## src/core/twp_pkg.sv

```systemverilog
// Purpose: shared constants and types for the transparent window and probe status block
// Assumes: one processor clock, control-register moves and memory ops arrive as pulses
// Notes: field positions follow the window and probe status register layouts
package twp_pkg;
  // register selects for the control-register move port
  localparam logic [2:0] SEL_USER_ROOT = 3'h0; // user_root_pointer, held elsewhere, reads zero
  localparam logic [2:0] SEL_SUPER_ROOT = 3'h1; // supervisor_root_pointer, reads zero here
  localparam logic [2:0] SEL_XLAT_CTRL = 3'h2; // translation_control
  localparam logic [2:0] SEL_PROBE_STATUS = 3'h3; // translation_probe_result
  localparam logic [2:0] SEL_DATA_WIN0 = 3'h4; // data_window_zero, windows 4..7 by low bits
  localparam logic [2:0] SEL_DATA_WIN1 = 3'h5; // data_window_one
  localparam logic [2:0] SEL_FETCH_WIN0 = 3'h6; // fetch_window_zero
  localparam logic [2:0] SEL_FETCH_WIN1 = 3'h7; // fetch_window_one
  // transparent window field positions
  localparam int WIN_BASE_HI = 31;
  localparam int WIN_BASE_LO = 24;
  localparam int WIN_MASK_HI = 23;
  localparam int WIN_MASK_LO = 16;
  localparam int WIN_EN = 15;
  localparam int WIN_PRIV_HI = 14;
  localparam int WIN_PRIV_LO = 13;
  localparam int WIN_U1 = 9;
  localparam int WIN_U0 = 8;
  localparam int WIN_CM_HI = 6;
  localparam int WIN_CM_LO = 5;
  localparam int WIN_WP = 2;
  // translation control bits
  localparam int TC_EN = 15;
  localparam int TC_PAGE8K = 14;
  localparam int TC_W = 16;
  // probe status field positions
  localparam int ST_PA_HI = 31;
  localparam int ST_PA_LO = 12;
  localparam int ST_BERR = 11;
  localparam int ST_G = 10;
  localparam int ST_U1 = 9;
  localparam int ST_U0 = 8;
  localparam int ST_S = 7;
  localparam int ST_CM_HI = 6;
  localparam int ST_CM_LO = 5;
  localparam int ST_M = 4;
  localparam int ST_W = 2;
  localparam int ST_T = 1;
  localparam int ST_R = 0;
  // privilege qualifier codes and cache modes
  localparam logic [1:0] PRIV_USER = 2'h0;
  localparam logic [1:0] PRIV_SUPER = 2'h1;
  localparam logic [1:0] CM_WRITETHROUGH = 2'h0;
  localparam logic [1:0] FC_PROGRAM = 2'h2; // low function code bits of a fetch
  localparam int FC_PRIV = 2; // privilege_code_bit position in a function code
  localparam int ENTRIES = 8; // translation cache depth
  localparam int PTR_W = 3;
  localparam int NWIN = 4;
  // memory-unit operations
  typedef enum logic [2:0] {
    TWP_OP_INV_ALL = 3'h0, // invalidate_all_op
    TWP_OP_INV_ALL_NG = 3'h1, // all_nonglobal_invalidate_op
    TWP_OP_INV_SEL = 3'h2, // selective_invalidate_op
    TWP_OP_INV_SEL_NG = 3'h3, // selective_nonglobal_invalidate_op
    TWP_OP_PROBE = 3'h4 // probe_translation_op
  } twp_op_e;
  // probe sequence, gray along idle-inval-walk-load
  typedef enum logic [1:0] {
    TWP_IDLE = 2'h0,
    TWP_INVAL = 2'h1,
    TWP_WALK = 2'h3,
    TWP_LOAD = 2'h2
  } twp_fsm_e;
  typedef struct packed {
    logic valid;
    twp_op_e kind;
    logic [31:0] addr;
    logic [2:0] dest_function_code;
  } twp_op_s;
  typedef struct packed {
    logic valid;
    logic [31:0] addr;
    logic [2:0] fc;
    logic write;
    logic rmw;
  } twp_acc_s;
  typedef struct packed {
    logic done;
    logic fault; // write protect or invalid entry fault on this access
    logic miss; // translation enabled, nothing resident
    logic [31:0] phys;
    logic [1:0] cache_policy_field;
    logic user_attr_out_zero;
    logic user_attr_out_one;
  } twp_rsp_s;
  typedef struct packed {
    logic done;
    logic err; // transfer error during the search
    logic valid; // search ended on a valid page descriptor
    logic [19:0] phys;
    logic g;
    logic u1;
    logic u0;
    logic s;
    logic [1:0] cm;
    logic m;
    logic w_any; // write protect seen on any descriptor
  } twp_walk_s;
  typedef struct packed {
    logic valid;
    logic [19:0] tag;
    logic priv_space; // entry belongs to the supervisor tree
    logic fetch;
    logic [19:0] phys;
    logic g;
    logic u1;
    logic u0;
    logic s;
    logic [1:0] cm;
    logic w;
    logic r;
  } twp_entry_s;
  typedef struct packed {
    twp_fsm_e fsm;
    logic [TC_W-1:0] tc;
    logic [NWIN-1:0][31:0] win;
    logic [31:0] status;
    twp_entry_s [ENTRIES-1:0] cache;
    logic [PTR_W-1:0] fill_ptr;
    logic [31:0] p_addr;
    logic [2:0] p_fc;
    logic [31:0] rdata;
    twp_rsp_s rsp;
    logic op_done;
    logic busy;
    logic fline;
    logic walk_req;
  } twp_state_s;
endpackage

```

## src/core/twp_window_match.sv

```systemverilog
// Purpose: one transparent window compare against an address and privilege bit
// Assumes: window word in the transparent window layout
// Notes: purely combinational, the caller registers the result
`timescale 1ns/100ps
module twp_window_match (
  input wire logic [31:0] window,
  input wire logic [7:0] addr_hi,
  input wire logic priv,
  output logic hit
);
  logic [7:0] care; // bits that take part in the compare
  logic priv_ok;
  // base compare, privilege qualifier and enable
  always_comb begin
    care = ~window[twp_pkg::WIN_MASK_HI:twp_pkg::WIN_MASK_LO];
    case (window[twp_pkg::WIN_PRIV_HI:twp_pkg::WIN_PRIV_LO])
      twp_pkg::PRIV_USER: priv_ok = ~priv;
      twp_pkg::PRIV_SUPER: priv_ok = priv;
      default: priv_ok = 1'b1; // 1x ignores privilege
    endcase
    hit = window[twp_pkg::WIN_EN] & priv_ok &
          (((addr_hi ^ window[twp_pkg::WIN_BASE_HI:twp_pkg::WIN_BASE_LO]) & care) == 8'h00);
  end
endmodule

```

## src/core/twp_mmu_core.sv

```systemverilog
// Purpose: transparent windows, translation cache, flushes and probe status
// Assumes: control moves and ops come from privileged processor logic on mclk
// Notes: translation cache contents survive reset; software flushes after reset
`timescale 1ns/100ps
module twp_mmu_core (
  input wire logic mclk,
  input wire logic rst,
  input wire logic ctl_wr,
  input wire logic ctl_rd,
  input wire logic [2:0] ctl_sel,
  input wire logic [31:0] ctl_wdata,
  output logic [31:0] ctl_rdata,
  input wire twp_pkg::twp_op_s op,
  output logic op_done,
  output logic op_busy,
  input wire logic legacy_op,
  output logic fline_exc,
  input wire twp_pkg::twp_acc_s acc,
  output twp_pkg::twp_rsp_s rsp,
  output logic walk_req,
  output logic [31:0] walk_addr,
  output logic [2:0] walk_fc,
  input wire twp_pkg::twp_walk_s walk
);
  twp_pkg::twp_state_s st; // every register of the block
  twp_pkg::twp_state_s next_st;
  logic [3:0] acc_match; // per window, current access
  logic [3:0] probe_match; // per window, probed address

  // first matching window of a pair, window zero wins
  function automatic logic [1:0] pick_win(input logic [3:0] m, input logic fetch);
    logic [1:0] base;
    base = fetch ? 2'h2 : 2'h0;
    if (m[base]) begin
      pick_win = base;
    end else begin
      pick_win = base | 2'h1;
    end
  endfunction

  // selective flush decode, shared by flush and probe invalidate
  function automatic logic sel_hit(input twp_pkg::twp_entry_s e, input logic [31:0] a,
                                   input logic space);
    sel_hit = e.valid && (e.tag == a[31:12]) && (e.priv_space == space);
  endfunction

  // window compares, one set for accesses and one for the probe
  generate
    for (genvar w = 0; w < twp_pkg::NWIN; w++) begin : g_win
      twp_window_match u_acc (
        .window(st.win[w]),
        .addr_hi(acc.addr[31:24]),
        .priv(acc.fc[twp_pkg::FC_PRIV]),
        .hit(acc_match[w])
      );
      twp_window_match u_probe (
        .window(st.win[w]),
        .addr_hi(st.p_addr[31:24]),
        .priv(st.p_fc[twp_pkg::FC_PRIV]),
        .hit(probe_match[w])
      );
    end
  endgenerate

  // next-state logic for the whole block
  always_comb begin
    logic fetch;
    logic [1:0] widx;
    logic win_hit;
    logic is_wr;
    logic c_hit;
    logic p_fetch;
    twp_pkg::twp_entry_s ce;
    logic [31:0] wv;
    fetch = 1'b0;
    widx = 2'h0;
    win_hit = 1'b0;
    is_wr = 1'b0;
    c_hit = 1'b0;
    p_fetch = 1'b0;
    ce = '0;
    wv = '0;
    next_st = st;
    // pulses default low
    next_st.rsp.done = 1'b0;
    next_st.rsp.fault = 1'b0;
    next_st.rsp.miss = 1'b0;
    next_st.op_done = 1'b0;
    next_st.fline = legacy_op;

    // control-register moves; cache is not touched by these
    // no flush on access
    if (ctl_wr) begin
      case (ctl_sel)
        twp_pkg::SEL_XLAT_CTRL: next_st.tc = ctl_wdata[twp_pkg::TC_W-1:0];
        twp_pkg::SEL_PROBE_STATUS: next_st.status = ctl_wdata;
        twp_pkg::SEL_DATA_WIN0, twp_pkg::SEL_DATA_WIN1,
        twp_pkg::SEL_FETCH_WIN0, twp_pkg::SEL_FETCH_WIN1: next_st.win[ctl_sel[1:0]] = ctl_wdata;
        default: ; // root pointers live outside this block
      endcase
    end
    if (ctl_rd) begin
      case (ctl_sel)
        twp_pkg::SEL_XLAT_CTRL: next_st.rdata = {16'h0000, st.tc};
        twp_pkg::SEL_PROBE_STATUS: next_st.rdata = st.status;
        twp_pkg::SEL_DATA_WIN0, twp_pkg::SEL_DATA_WIN1,
        twp_pkg::SEL_FETCH_WIN0, twp_pkg::SEL_FETCH_WIN1: next_st.rdata = st.win[ctl_sel[1:0]];
        default: next_st.rdata = 32'h0000_0000;
      endcase
    end

    // access translation, answered one cycle after the request
    if (acc.valid) begin
      fetch = (acc.fc[1:0] == twp_pkg::FC_PROGRAM);
      widx = pick_win(acc_match, fetch);
      win_hit = fetch ? |acc_match[3:2] : |acc_match[1:0];
      is_wr = acc.write | acc.rmw;
      for (int i = 0; i < twp_pkg::ENTRIES; i++) begin
        if (sel_hit(st.cache[i], acc.addr, acc.fc[twp_pkg::FC_PRIV]) &&
            (st.cache[i].fetch == fetch)) begin
          c_hit = 1'b1;
          ce = st.cache[i];
        end
      end
      next_st.rsp.done = 1'b1;
      wv = st.win[widx];
      if (win_hit) begin
        next_st.rsp.phys = acc.addr;
        next_st.rsp.cache_policy_field = wv[twp_pkg::WIN_CM_HI:twp_pkg::WIN_CM_LO];
        next_st.rsp.user_attr_out_zero = wv[twp_pkg::WIN_U0];
        next_st.rsp.user_attr_out_one = wv[twp_pkg::WIN_U1];
        next_st.rsp.fault = wv[twp_pkg::WIN_WP] & is_wr;
      end else if (st.tc[twp_pkg::TC_EN] && c_hit) begin
        next_st.rsp.phys = {ce.phys, acc.addr[11:0]};
        next_st.rsp.cache_policy_field = ce.cm;
        next_st.rsp.user_attr_out_zero = ce.u0;
        next_st.rsp.user_attr_out_one = ce.u1;
        next_st.rsp.fault = ~ce.r | (ce.w & is_wr);
      end else if (st.tc[twp_pkg::TC_EN]) begin
        // no entry: the core must probe and retry
        next_st.rsp.miss = 1'b1;
        next_st.rsp.phys = acc.addr;
        next_st.rsp.cache_policy_field = twp_pkg::CM_WRITETHROUGH;
        next_st.rsp.user_attr_out_zero = 1'b0;
        next_st.rsp.user_attr_out_one = 1'b0;
      end else begin
        // untranslated default attributes
        next_st.rsp.phys = acc.addr;
        next_st.rsp.cache_policy_field = twp_pkg::CM_WRITETHROUGH;
        next_st.rsp.user_attr_out_zero = 1'b0;
        next_st.rsp.user_attr_out_one = 1'b0;
      end
    end

    // flushes and the probe sequence
    p_fetch = (st.p_fc[1:0] == twp_pkg::FC_PROGRAM);
    case (st.fsm)
      twp_pkg::TWP_IDLE: begin
        // ops arriving while busy are ignored, see op_busy
        if (op.valid) begin
          for (int i = 0; i < twp_pkg::ENTRIES; i++) begin
            case (op.kind)
              twp_pkg::TWP_OP_INV_ALL: next_st.cache[i].valid = 1'b0;
              twp_pkg::TWP_OP_INV_ALL_NG:
                if (!st.cache[i].g) next_st.cache[i].valid = 1'b0;
              twp_pkg::TWP_OP_INV_SEL:
                if (sel_hit(st.cache[i], op.addr, op.dest_function_code[twp_pkg::FC_PRIV]))
                  next_st.cache[i].valid = 1'b0;
              twp_pkg::TWP_OP_INV_SEL_NG:
                if (sel_hit(st.cache[i], op.addr, op.dest_function_code[twp_pkg::FC_PRIV]) &&
                    !st.cache[i].g) next_st.cache[i].valid = 1'b0;
              default: ;
            endcase
          end
          if (op.kind == twp_pkg::TWP_OP_PROBE) begin
            next_st.p_addr = op.addr;
            next_st.p_fc = op.dest_function_code;
            next_st.fsm = twp_pkg::TWP_INVAL;
            next_st.busy = 1'b1;
          end else begin
            next_st.op_done = 1'b1;
          end
        end
      end
      twp_pkg::TWP_INVAL: begin
        for (int i = 0; i < twp_pkg::ENTRIES; i++) begin
          if (sel_hit(st.cache[i], st.p_addr, st.p_fc[twp_pkg::FC_PRIV]) &&
              (st.cache[i].fetch == p_fetch)) next_st.cache[i].valid = 1'b0;
        end
        if (|probe_match) begin
          next_st.status = 32'h0000_0000;
          next_st.status[twp_pkg::ST_T] = 1'b1;
          next_st.status[twp_pkg::ST_R] = 1'b1;
          next_st.fsm = twp_pkg::TWP_IDLE;
          next_st.busy = 1'b0;
          next_st.op_done = 1'b1;
        end else begin
          next_st.walk_req = 1'b1;
          next_st.fsm = twp_pkg::TWP_WALK;
        end
      end
      twp_pkg::TWP_WALK: begin
        if (walk.done) begin
          next_st.walk_req = 1'b0;
          next_st.status = 32'h0000_0000;
          if (walk.err) begin
            next_st.status[twp_pkg::ST_BERR] = 1'b1;
            next_st.fsm = twp_pkg::TWP_IDLE;
            next_st.busy = 1'b0;
            next_st.op_done = 1'b1;
          end else begin
            next_st.status[twp_pkg::ST_PA_HI:twp_pkg::ST_PA_LO] = walk.phys;
            next_st.status[twp_pkg::ST_G] = walk.g;
            next_st.status[twp_pkg::ST_U1] = walk.u1;
            next_st.status[twp_pkg::ST_U0] = walk.u0;
            next_st.status[twp_pkg::ST_S] = walk.s;
            next_st.status[twp_pkg::ST_M] = walk.m;
            next_st.status[twp_pkg::ST_CM_HI:twp_pkg::ST_CM_LO] = walk.cm;
            next_st.status[twp_pkg::ST_W] = walk.w_any;
            next_st.status[twp_pkg::ST_R] = walk.valid;
            next_st.fsm = twp_pkg::TWP_LOAD;
          end
        end
      end
      twp_pkg::TWP_LOAD: begin
        ce.valid = 1'b1;
        ce.tag = st.p_addr[31:12];
        ce.priv_space = st.p_fc[twp_pkg::FC_PRIV];
        ce.fetch = p_fetch;
        ce.phys = st.status[twp_pkg::ST_PA_HI:twp_pkg::ST_PA_LO];
        ce.g = st.status[twp_pkg::ST_G];
        ce.u1 = st.status[twp_pkg::ST_U1];
        ce.u0 = st.status[twp_pkg::ST_U0];
        ce.s = st.status[twp_pkg::ST_S];
        ce.cm = st.status[twp_pkg::ST_CM_HI:twp_pkg::ST_CM_LO];
        ce.w = st.status[twp_pkg::ST_W];
        ce.r = st.status[twp_pkg::ST_R];
        next_st.cache[st.fill_ptr] = ce;
        // round-robin replacement, cheap and fair enough for a small cache
        next_st.fill_ptr = st.fill_ptr + 3'h1;
        next_st.fsm = twp_pkg::TWP_IDLE;
        next_st.busy = 1'b0;
        next_st.op_done = 1'b1;
      end
      default: next_st.fsm = twp_pkg::TWP_IDLE;
    endcase

    // synchronous reset: enables off, cache contents kept on purpose
    if (rst) begin
      next_st.tc[twp_pkg::TC_EN] = 1'b0;
      next_st.tc[twp_pkg::TC_PAGE8K] = 1'b1;
      for (int w = 0; w < twp_pkg::NWIN; w++) begin
        next_st.win[w][twp_pkg::WIN_EN] = 1'b0;
      end
      next_st.fsm = twp_pkg::TWP_IDLE;
      next_st.fill_ptr = '0;
      next_st.rdata = 32'h0000_0000;
      next_st.rsp = '0;
      next_st.op_done = 1'b0;
      next_st.busy = 1'b0;
      next_st.fline = 1'b0;
      next_st.walk_req = 1'b0;
      next_st.p_addr = 32'h0000_0000;
      next_st.p_fc = 3'h0;
    end
  end

  // single state register
  always_ff @(posedge mclk) begin
    st <= next_st;
  end

  // outputs straight from the state register
  assign ctl_rdata = st.rdata;
  assign op_done = st.op_done;
  assign op_busy = st.busy;
  assign fline_exc = st.fline;
  assign rsp = st.rsp;
  assign walk_req = st.walk_req;
  assign walk_addr = st.p_addr;
  assign walk_fc = st.p_fc;

  // checks
  logic data_wp_write;
  assign data_wp_write = acc.valid && (acc.fc[1:0] != twp_pkg::FC_PROGRAM) && acc_match[0] &&
                         st.win[0][twp_pkg::WIN_WP] && (acc.write || acc.rmw);

  property p_wp_abort;
    @(posedge mclk) disable iff (rst) data_wp_write |=> rsp.done && rsp.fault;
  endproperty
  a_wp_abort: assert property (p_wp_abort) else $error("window write not aborted");

  property p_attr_echo;
    @(posedge mclk) disable iff (rst)
      acc.valid && acc_match[0] && (acc.fc[1:0] != twp_pkg::FC_PROGRAM) |=>
      rsp.user_attr_out_zero == $past(st.win[0][twp_pkg::WIN_U0]) &&
      rsp.cache_policy_field == $past(st.win[0][twp_pkg::WIN_CM_HI:twp_pkg::WIN_CM_LO]);
  endproperty
  a_attr_echo: assert property (p_attr_echo) else $error("window attributes not echoed");

  property p_disabled_win;
    @(posedge mclk) disable iff (rst) acc_match[1] |-> st.win[1][twp_pkg::WIN_EN];
  endproperty
  a_disabled_win: assert property (p_disabled_win) else $error("disabled window hit");

  property p_berr_only;
    @(posedge mclk) disable iff (rst)
      st.fsm == twp_pkg::TWP_WALK && walk.done && walk.err |=>
      st.status == 32'h0000_0800 && op_done;
  endproperty
  a_berr_only: assert property (p_berr_only) else $error("bus error status wrong");

  property p_tt_hit;
    @(posedge mclk) disable iff (rst)
      st.fsm == twp_pkg::TWP_INVAL && |probe_match |=> st.status == 32'h0000_0003 && !walk_req;
  endproperty
  a_tt_hit: assert property (p_tt_hit) else $error("window hit status wrong");

  property p_reset_en;
    @(posedge mclk) rst |=> !st.tc[twp_pkg::TC_EN] && !st.win[0][twp_pkg::WIN_EN] &&
                           !st.win[3][twp_pkg::WIN_EN];
  endproperty
  a_reset_en: assert property (p_reset_en) else $error("enable survived reset");

  property p_fline;
    @(posedge mclk) disable iff (rst) legacy_op |=> fline_exc;
  endproperty
  a_fline: assert property (p_fline) else $error("legacy opcode not trapped");

  property p_flush_all;
    @(posedge mclk) disable iff (rst)
      op.valid && op.kind == twp_pkg::TWP_OP_INV_ALL && !st.busy |=>
      st.cache[0].valid == 1'b0 && st.cache[7].valid == 1'b0 && op_done;
  endproperty
  a_flush_all: assert property (p_flush_all) else $error("flush all left entries");

  property p_walk_held;
    @(posedge mclk) disable iff (rst)
      walk_req && !(st.fsm == twp_pkg::TWP_WALK && walk.done) |=> walk_req;
  endproperty
  a_walk_held: assert property (p_walk_held) else $error("search request dropped");

  c_probe_ok: cover property (@(posedge mclk) disable iff (rst)
    st.fsm == twp_pkg::TWP_LOAD ##1 op_done);
  c_probe_tt: cover property (@(posedge mclk) disable iff (rst) st.status[twp_pkg::ST_T]);
  c_wp_fault: cover property (@(posedge mclk) disable iff (rst) rsp.fault);
endmodule

```

## config.mk

```make
export PLATFORM = sky130hd
export DESIGN_NAME = twp_mmu_core
export DESIGN_NICKNAME = d
export VERILOG_FILES = /design/src/core/twp_pkg.sv /design/src/core/twp_window_match.sv /design/src/core/twp_mmu_core.sv
export SDC_FILE = /design/constraint.sdc
export NUM_CORES = 1
export LEC_CHECK = 0
export BUFFER_PORTS_ARGS = -buffer_cell sky130_fd_sc_hd__buf_2
export CORE_MARGIN = 10
export CORE_UTILIZATION = 43
export DETAILED_ROUTE_END_ITERATION = 10
export SYNTH_ARGS = -nofsm -noshare
export SYNTH_HDL_FRONTEND = slang
export SYNTH_HIERARCHICAL = 1
export SYNTH_SLANG_ARGS = --single-unit
export TNS_END_PERCENT = 10
```

## constraint.sdc

```tcl
create_clock -name mclk -period 6.9 [get_ports mclk]
set_input_delay 0.345 -clock mclk [delete_from_list [all_inputs] [get_ports mclk]]
set_output_delay 0.345 -clock mclk [all_outputs]
set_load 0.01 [all_outputs]
```

==> flow_summary_export.csv <==
group,metric,value,unit
outcome,status,"finished clean",
logic_synthesis,synthTopCellsByArea,"edfxtp_1 48%, xnor2_1 12%, dfxtp_1 9.2%",
sta,tightest_slew,1210,ps
worst_setup_path,worst_setup_path_start_kind,"flip-flop",
pwr,powerDensity,257,nW/um^2
die,die_y,298,um
cells_and_area,multi_input_area,12600,um^2
worst_setup_path,endpoint_kind,"flip-flop",
logic_synthesis,synth_warnings,6,
die,dieWidth,298,um
detailed_routing,drtIter0Drc,2861,
grt,first_global_vias,23564,
pwr,ir_drop,195,uV
worst_setup_path,rrSetupSlack,2600,ps
clock_tree,cts_tree,"built",
logic_synthesis,postSynthCellCount,2689,
logic_synthesis,ys_ff_latch,691,
worst_setup_path,crit_type,"reg -> reg",
worst_setup_path,critPathSlowestCell,"nor4_2",
logic_synthesis,ys_top_cells_by_count,"538 x edfxtp_1, 443 x xnor2_1, 168 x nand2_1",
clock_tree,clock-sinks,691,
clock_tree,post_cts_buffers,0,
worst_setup_path,slowest_delay,770,ps
sta,fmax,233,MHz
cells_and_area,fin_nets,3043,
clock_tree,clk-insertion-delay-late,640,ps
die,die-area,89000,um^2
clock_tree,htree_levels,3,
logic_synthesis,synth_top_area_cell,"edfxtp_1",
clock_tree,cts.clk_slew.worst_paths,60,ps
logic_synthesis,synth_top_area_frac,0.485,
detailed_routing,num_vias,23891,
cells_and_area,drive_above_1_share,0.177,
worst_setup_path,path_cells,"xnor2_1, nand4_1, nor4_2, nand2_1, buf_4, and3_1, a41oi_2, buf_4, o2111ai_1, a311oi_1",
clock_tree,cts_root_buf,"clkbuf_16",
pwr,p_leak,13.3,nW
sta,finalSetupViolCount,0,
sta,rsz0062_at_grt,"false",
logic_synthesis,async_flop_share,0,
job,max-cap-violations,0,
cells_and_area,area_growth_syn_to_layout,15.1,%
logic_synthesis,syn_avg_cell_area,12.4,um^2
grt,grt.total_usage,0.276,
logic_synthesis,ys_seq_area_frac,0.577,
die,initial_utilization,0.432,
sta,hold_viol_final,0,
worst_setup_path,required,7440,ps
worst_setup_path,cp.arrival,4840,ps
clock_tree,clk_path_buf_depth,3,
die,rows,102,
cells_and_area,seqCellArea,19200,um^2
cells_and_area,fill_cells,6837,
grt,grt_overflow,0,
logic_synthesis,syn-num-nets,2838,
sta,fin_hold_ws,53.3,ps
logic_synthesis,synth_edf_count,538,
placed_design,port_buffers,257,
detailed_routing,wire_per_inst,31.6,um
clock_tree,cts_buffers,76,
logic_synthesis,syn_area,33300,um^2
detailed_routing,drtAntennaViolNets,0,
sta,slew_headroom,0.193,
logic_synthesis,yosysUniqueCellTypes,71,
detailed_routing,totalWireLength,126000,um
die,io_pins,258,
grt,grt_pass1_wl,179000,um
sta,skew,20.2,ps
sta,post-route-min-period,4300,ps
sta,setup_tns,0,ps
die,core_area,77100,um^2
sta,slew_violations,0,
hold_path,hold_class,"in -> reg",
grt,grt_antenna_before_repair,9,
detailed_routing,vias_per_cell,5.97,
worst_setup_path,cp_max_fo,30,
logic_synthesis,synth.most_common_cell,"edfxtp_1",
sta,fin_crit_sh,0.623,
logic_synthesis,synth_top_flop_cell,"edfxtp_1",
placed_design,place.gp.congestion,0.932,
grt,grt_start_max_net_pins,60,
detailed_routing,drcViolationCount,0,
placed_design,dp_hpwl,85300,um
detailed_routing,dr.pass1.iters,5,
worst_setup_path,crit_top_cell,"buf_4",
[flip-flops by register name, indices dropped and copies added, names as in the netlist]
| name | count |
|---|---|
| rsp | 39 |
| op_busy | 1 |
| st | 581 |
| walk_fc | 3 |
| ctl_rdata | 32 |
| fline_exc | 1 |
| walk_req | 1 |
| op_done | 1 |
| walk_addr | 32 |
[worst paths after layout]
kind / endpoint / start / cells after the start
hold / removal: st[603]$_DFFE_PP_ / ctl_wdata[18] / 1
hold reg to reg: walk_addr[3]$_SDFFE_PP0P_ / walk_addr[3]$_SDFFE_PP0P_ / 2
setup reg to reg: rsp[17]$_SDFFE_PP0P_ / st[457]$_DFFE_PP_ / 10
setup / recovery: rsp[17]$_SDFFE_PP0P_ / st[457]$_DFFE_PP_ / 10
[area by class of cell]
type                            instances  share of cell area
Antenna cell                            1           0.0000652
Clock buffer                          108              0.0570
Clock inverter                         34              0.0103
Inverter                               19             0.00186
Multi-Input combinational cell       1704               0.328
Sequential cell                       691               0.501
Tap cell                             1040              0.0339
Timing Repair Buffer                  402              0.0677
[metal layers]
| metal | track usage | routed length, um |
|---|---|---|
| met2 | 0.421 | 56100 |
| met1 | 0.390 | 54100 |
| met3 | 0.0558 | 12300 |
| met5 | 0 | 92 |
| met4 | 0.0874 | 3780 |
[metrics by stage]
step | std cells | power (mW) | setup WS (ps) | utilization | instance area, um^2
global placement | 3769 | 5.65 | 2410 | 0.453 | 34900
floorplan | 2689 | 5.28 | 922 | - | 33300
CTS | 3998 | 9.89 | 2670 | 0.498 | 38400
global route | 3998 | 10.1 | 2540 | 0.498 | 38400
finish | 3999 | 9.84 | 2600 | 0.498 | 38400
detailed placement | 3769 | 5.66 | 2320 | 0.453 | 34900
[where the power goes]
part	leakage, nW	internal [mW]	switching, mW
Sequential	6.33	4.66	0.237
Combinational	5.72	0.290	0.442
Clock	1.27	2.46	1.75
[cell usage in the layout, fill, tap and decap left out, drive strengths merged, types with 6 or more instances in the layout]
master / n
a211oi: 22
a21o: 8
a21oi: 80
a221oi: 20
a22oi: 21
a311oi: 30
and3: 11
buf: 315
bufinv: 6
clkbuf: 108
clkinv: 23
dfxtp: 153
dlygate4sd3: 87
edfxtp: 538
inv: 23
mux2: 18
mux2i: 72
mux4: 32
nand2: 169
nand2b: 8
nand3: 25
nand4: 110
nor2: 156
nor2b: 8
nor3: 53
nor4: 60
o2111ai: 18
o211ai: 20
o21ai: 53
o22ai: 32
o311a: 11
o31ai: 7
or3: 10
or4: 6
xnor2: 443
xor2: 151
[worst max-delay path: cells and delay by family (launching register included)]
family                    cells  cell delay (ps)
DFF                           1              530
buffers and inverters         2              650
and+or+nand+nor               4             1660
AOI/OAI and AO/OA             3             1060
xor gates and xnor gates      1              280
[repair_timing]
action,in CTS,in global routing
hold buffers,87,0
setup endpoints to repair,0,0
resized for setup,0,0
hold endpoints to repair,193,0
[cells by family after synthesis]
| family | synth area share |
|---|---|
| buffers and inverters | 0.0489 |
| XOR/XNOR | 0.156 |
| AO/OA/AOI/OAI | 0.0740 |
| flip-flops | 0.577 |
| multiplexers | 0.0493 |
| adder cells (fa/ha/maj) | 0.000375 |
| AND/OR/NAND/NOR | 0.0945 |
Power figures use the tool's default switching activity.
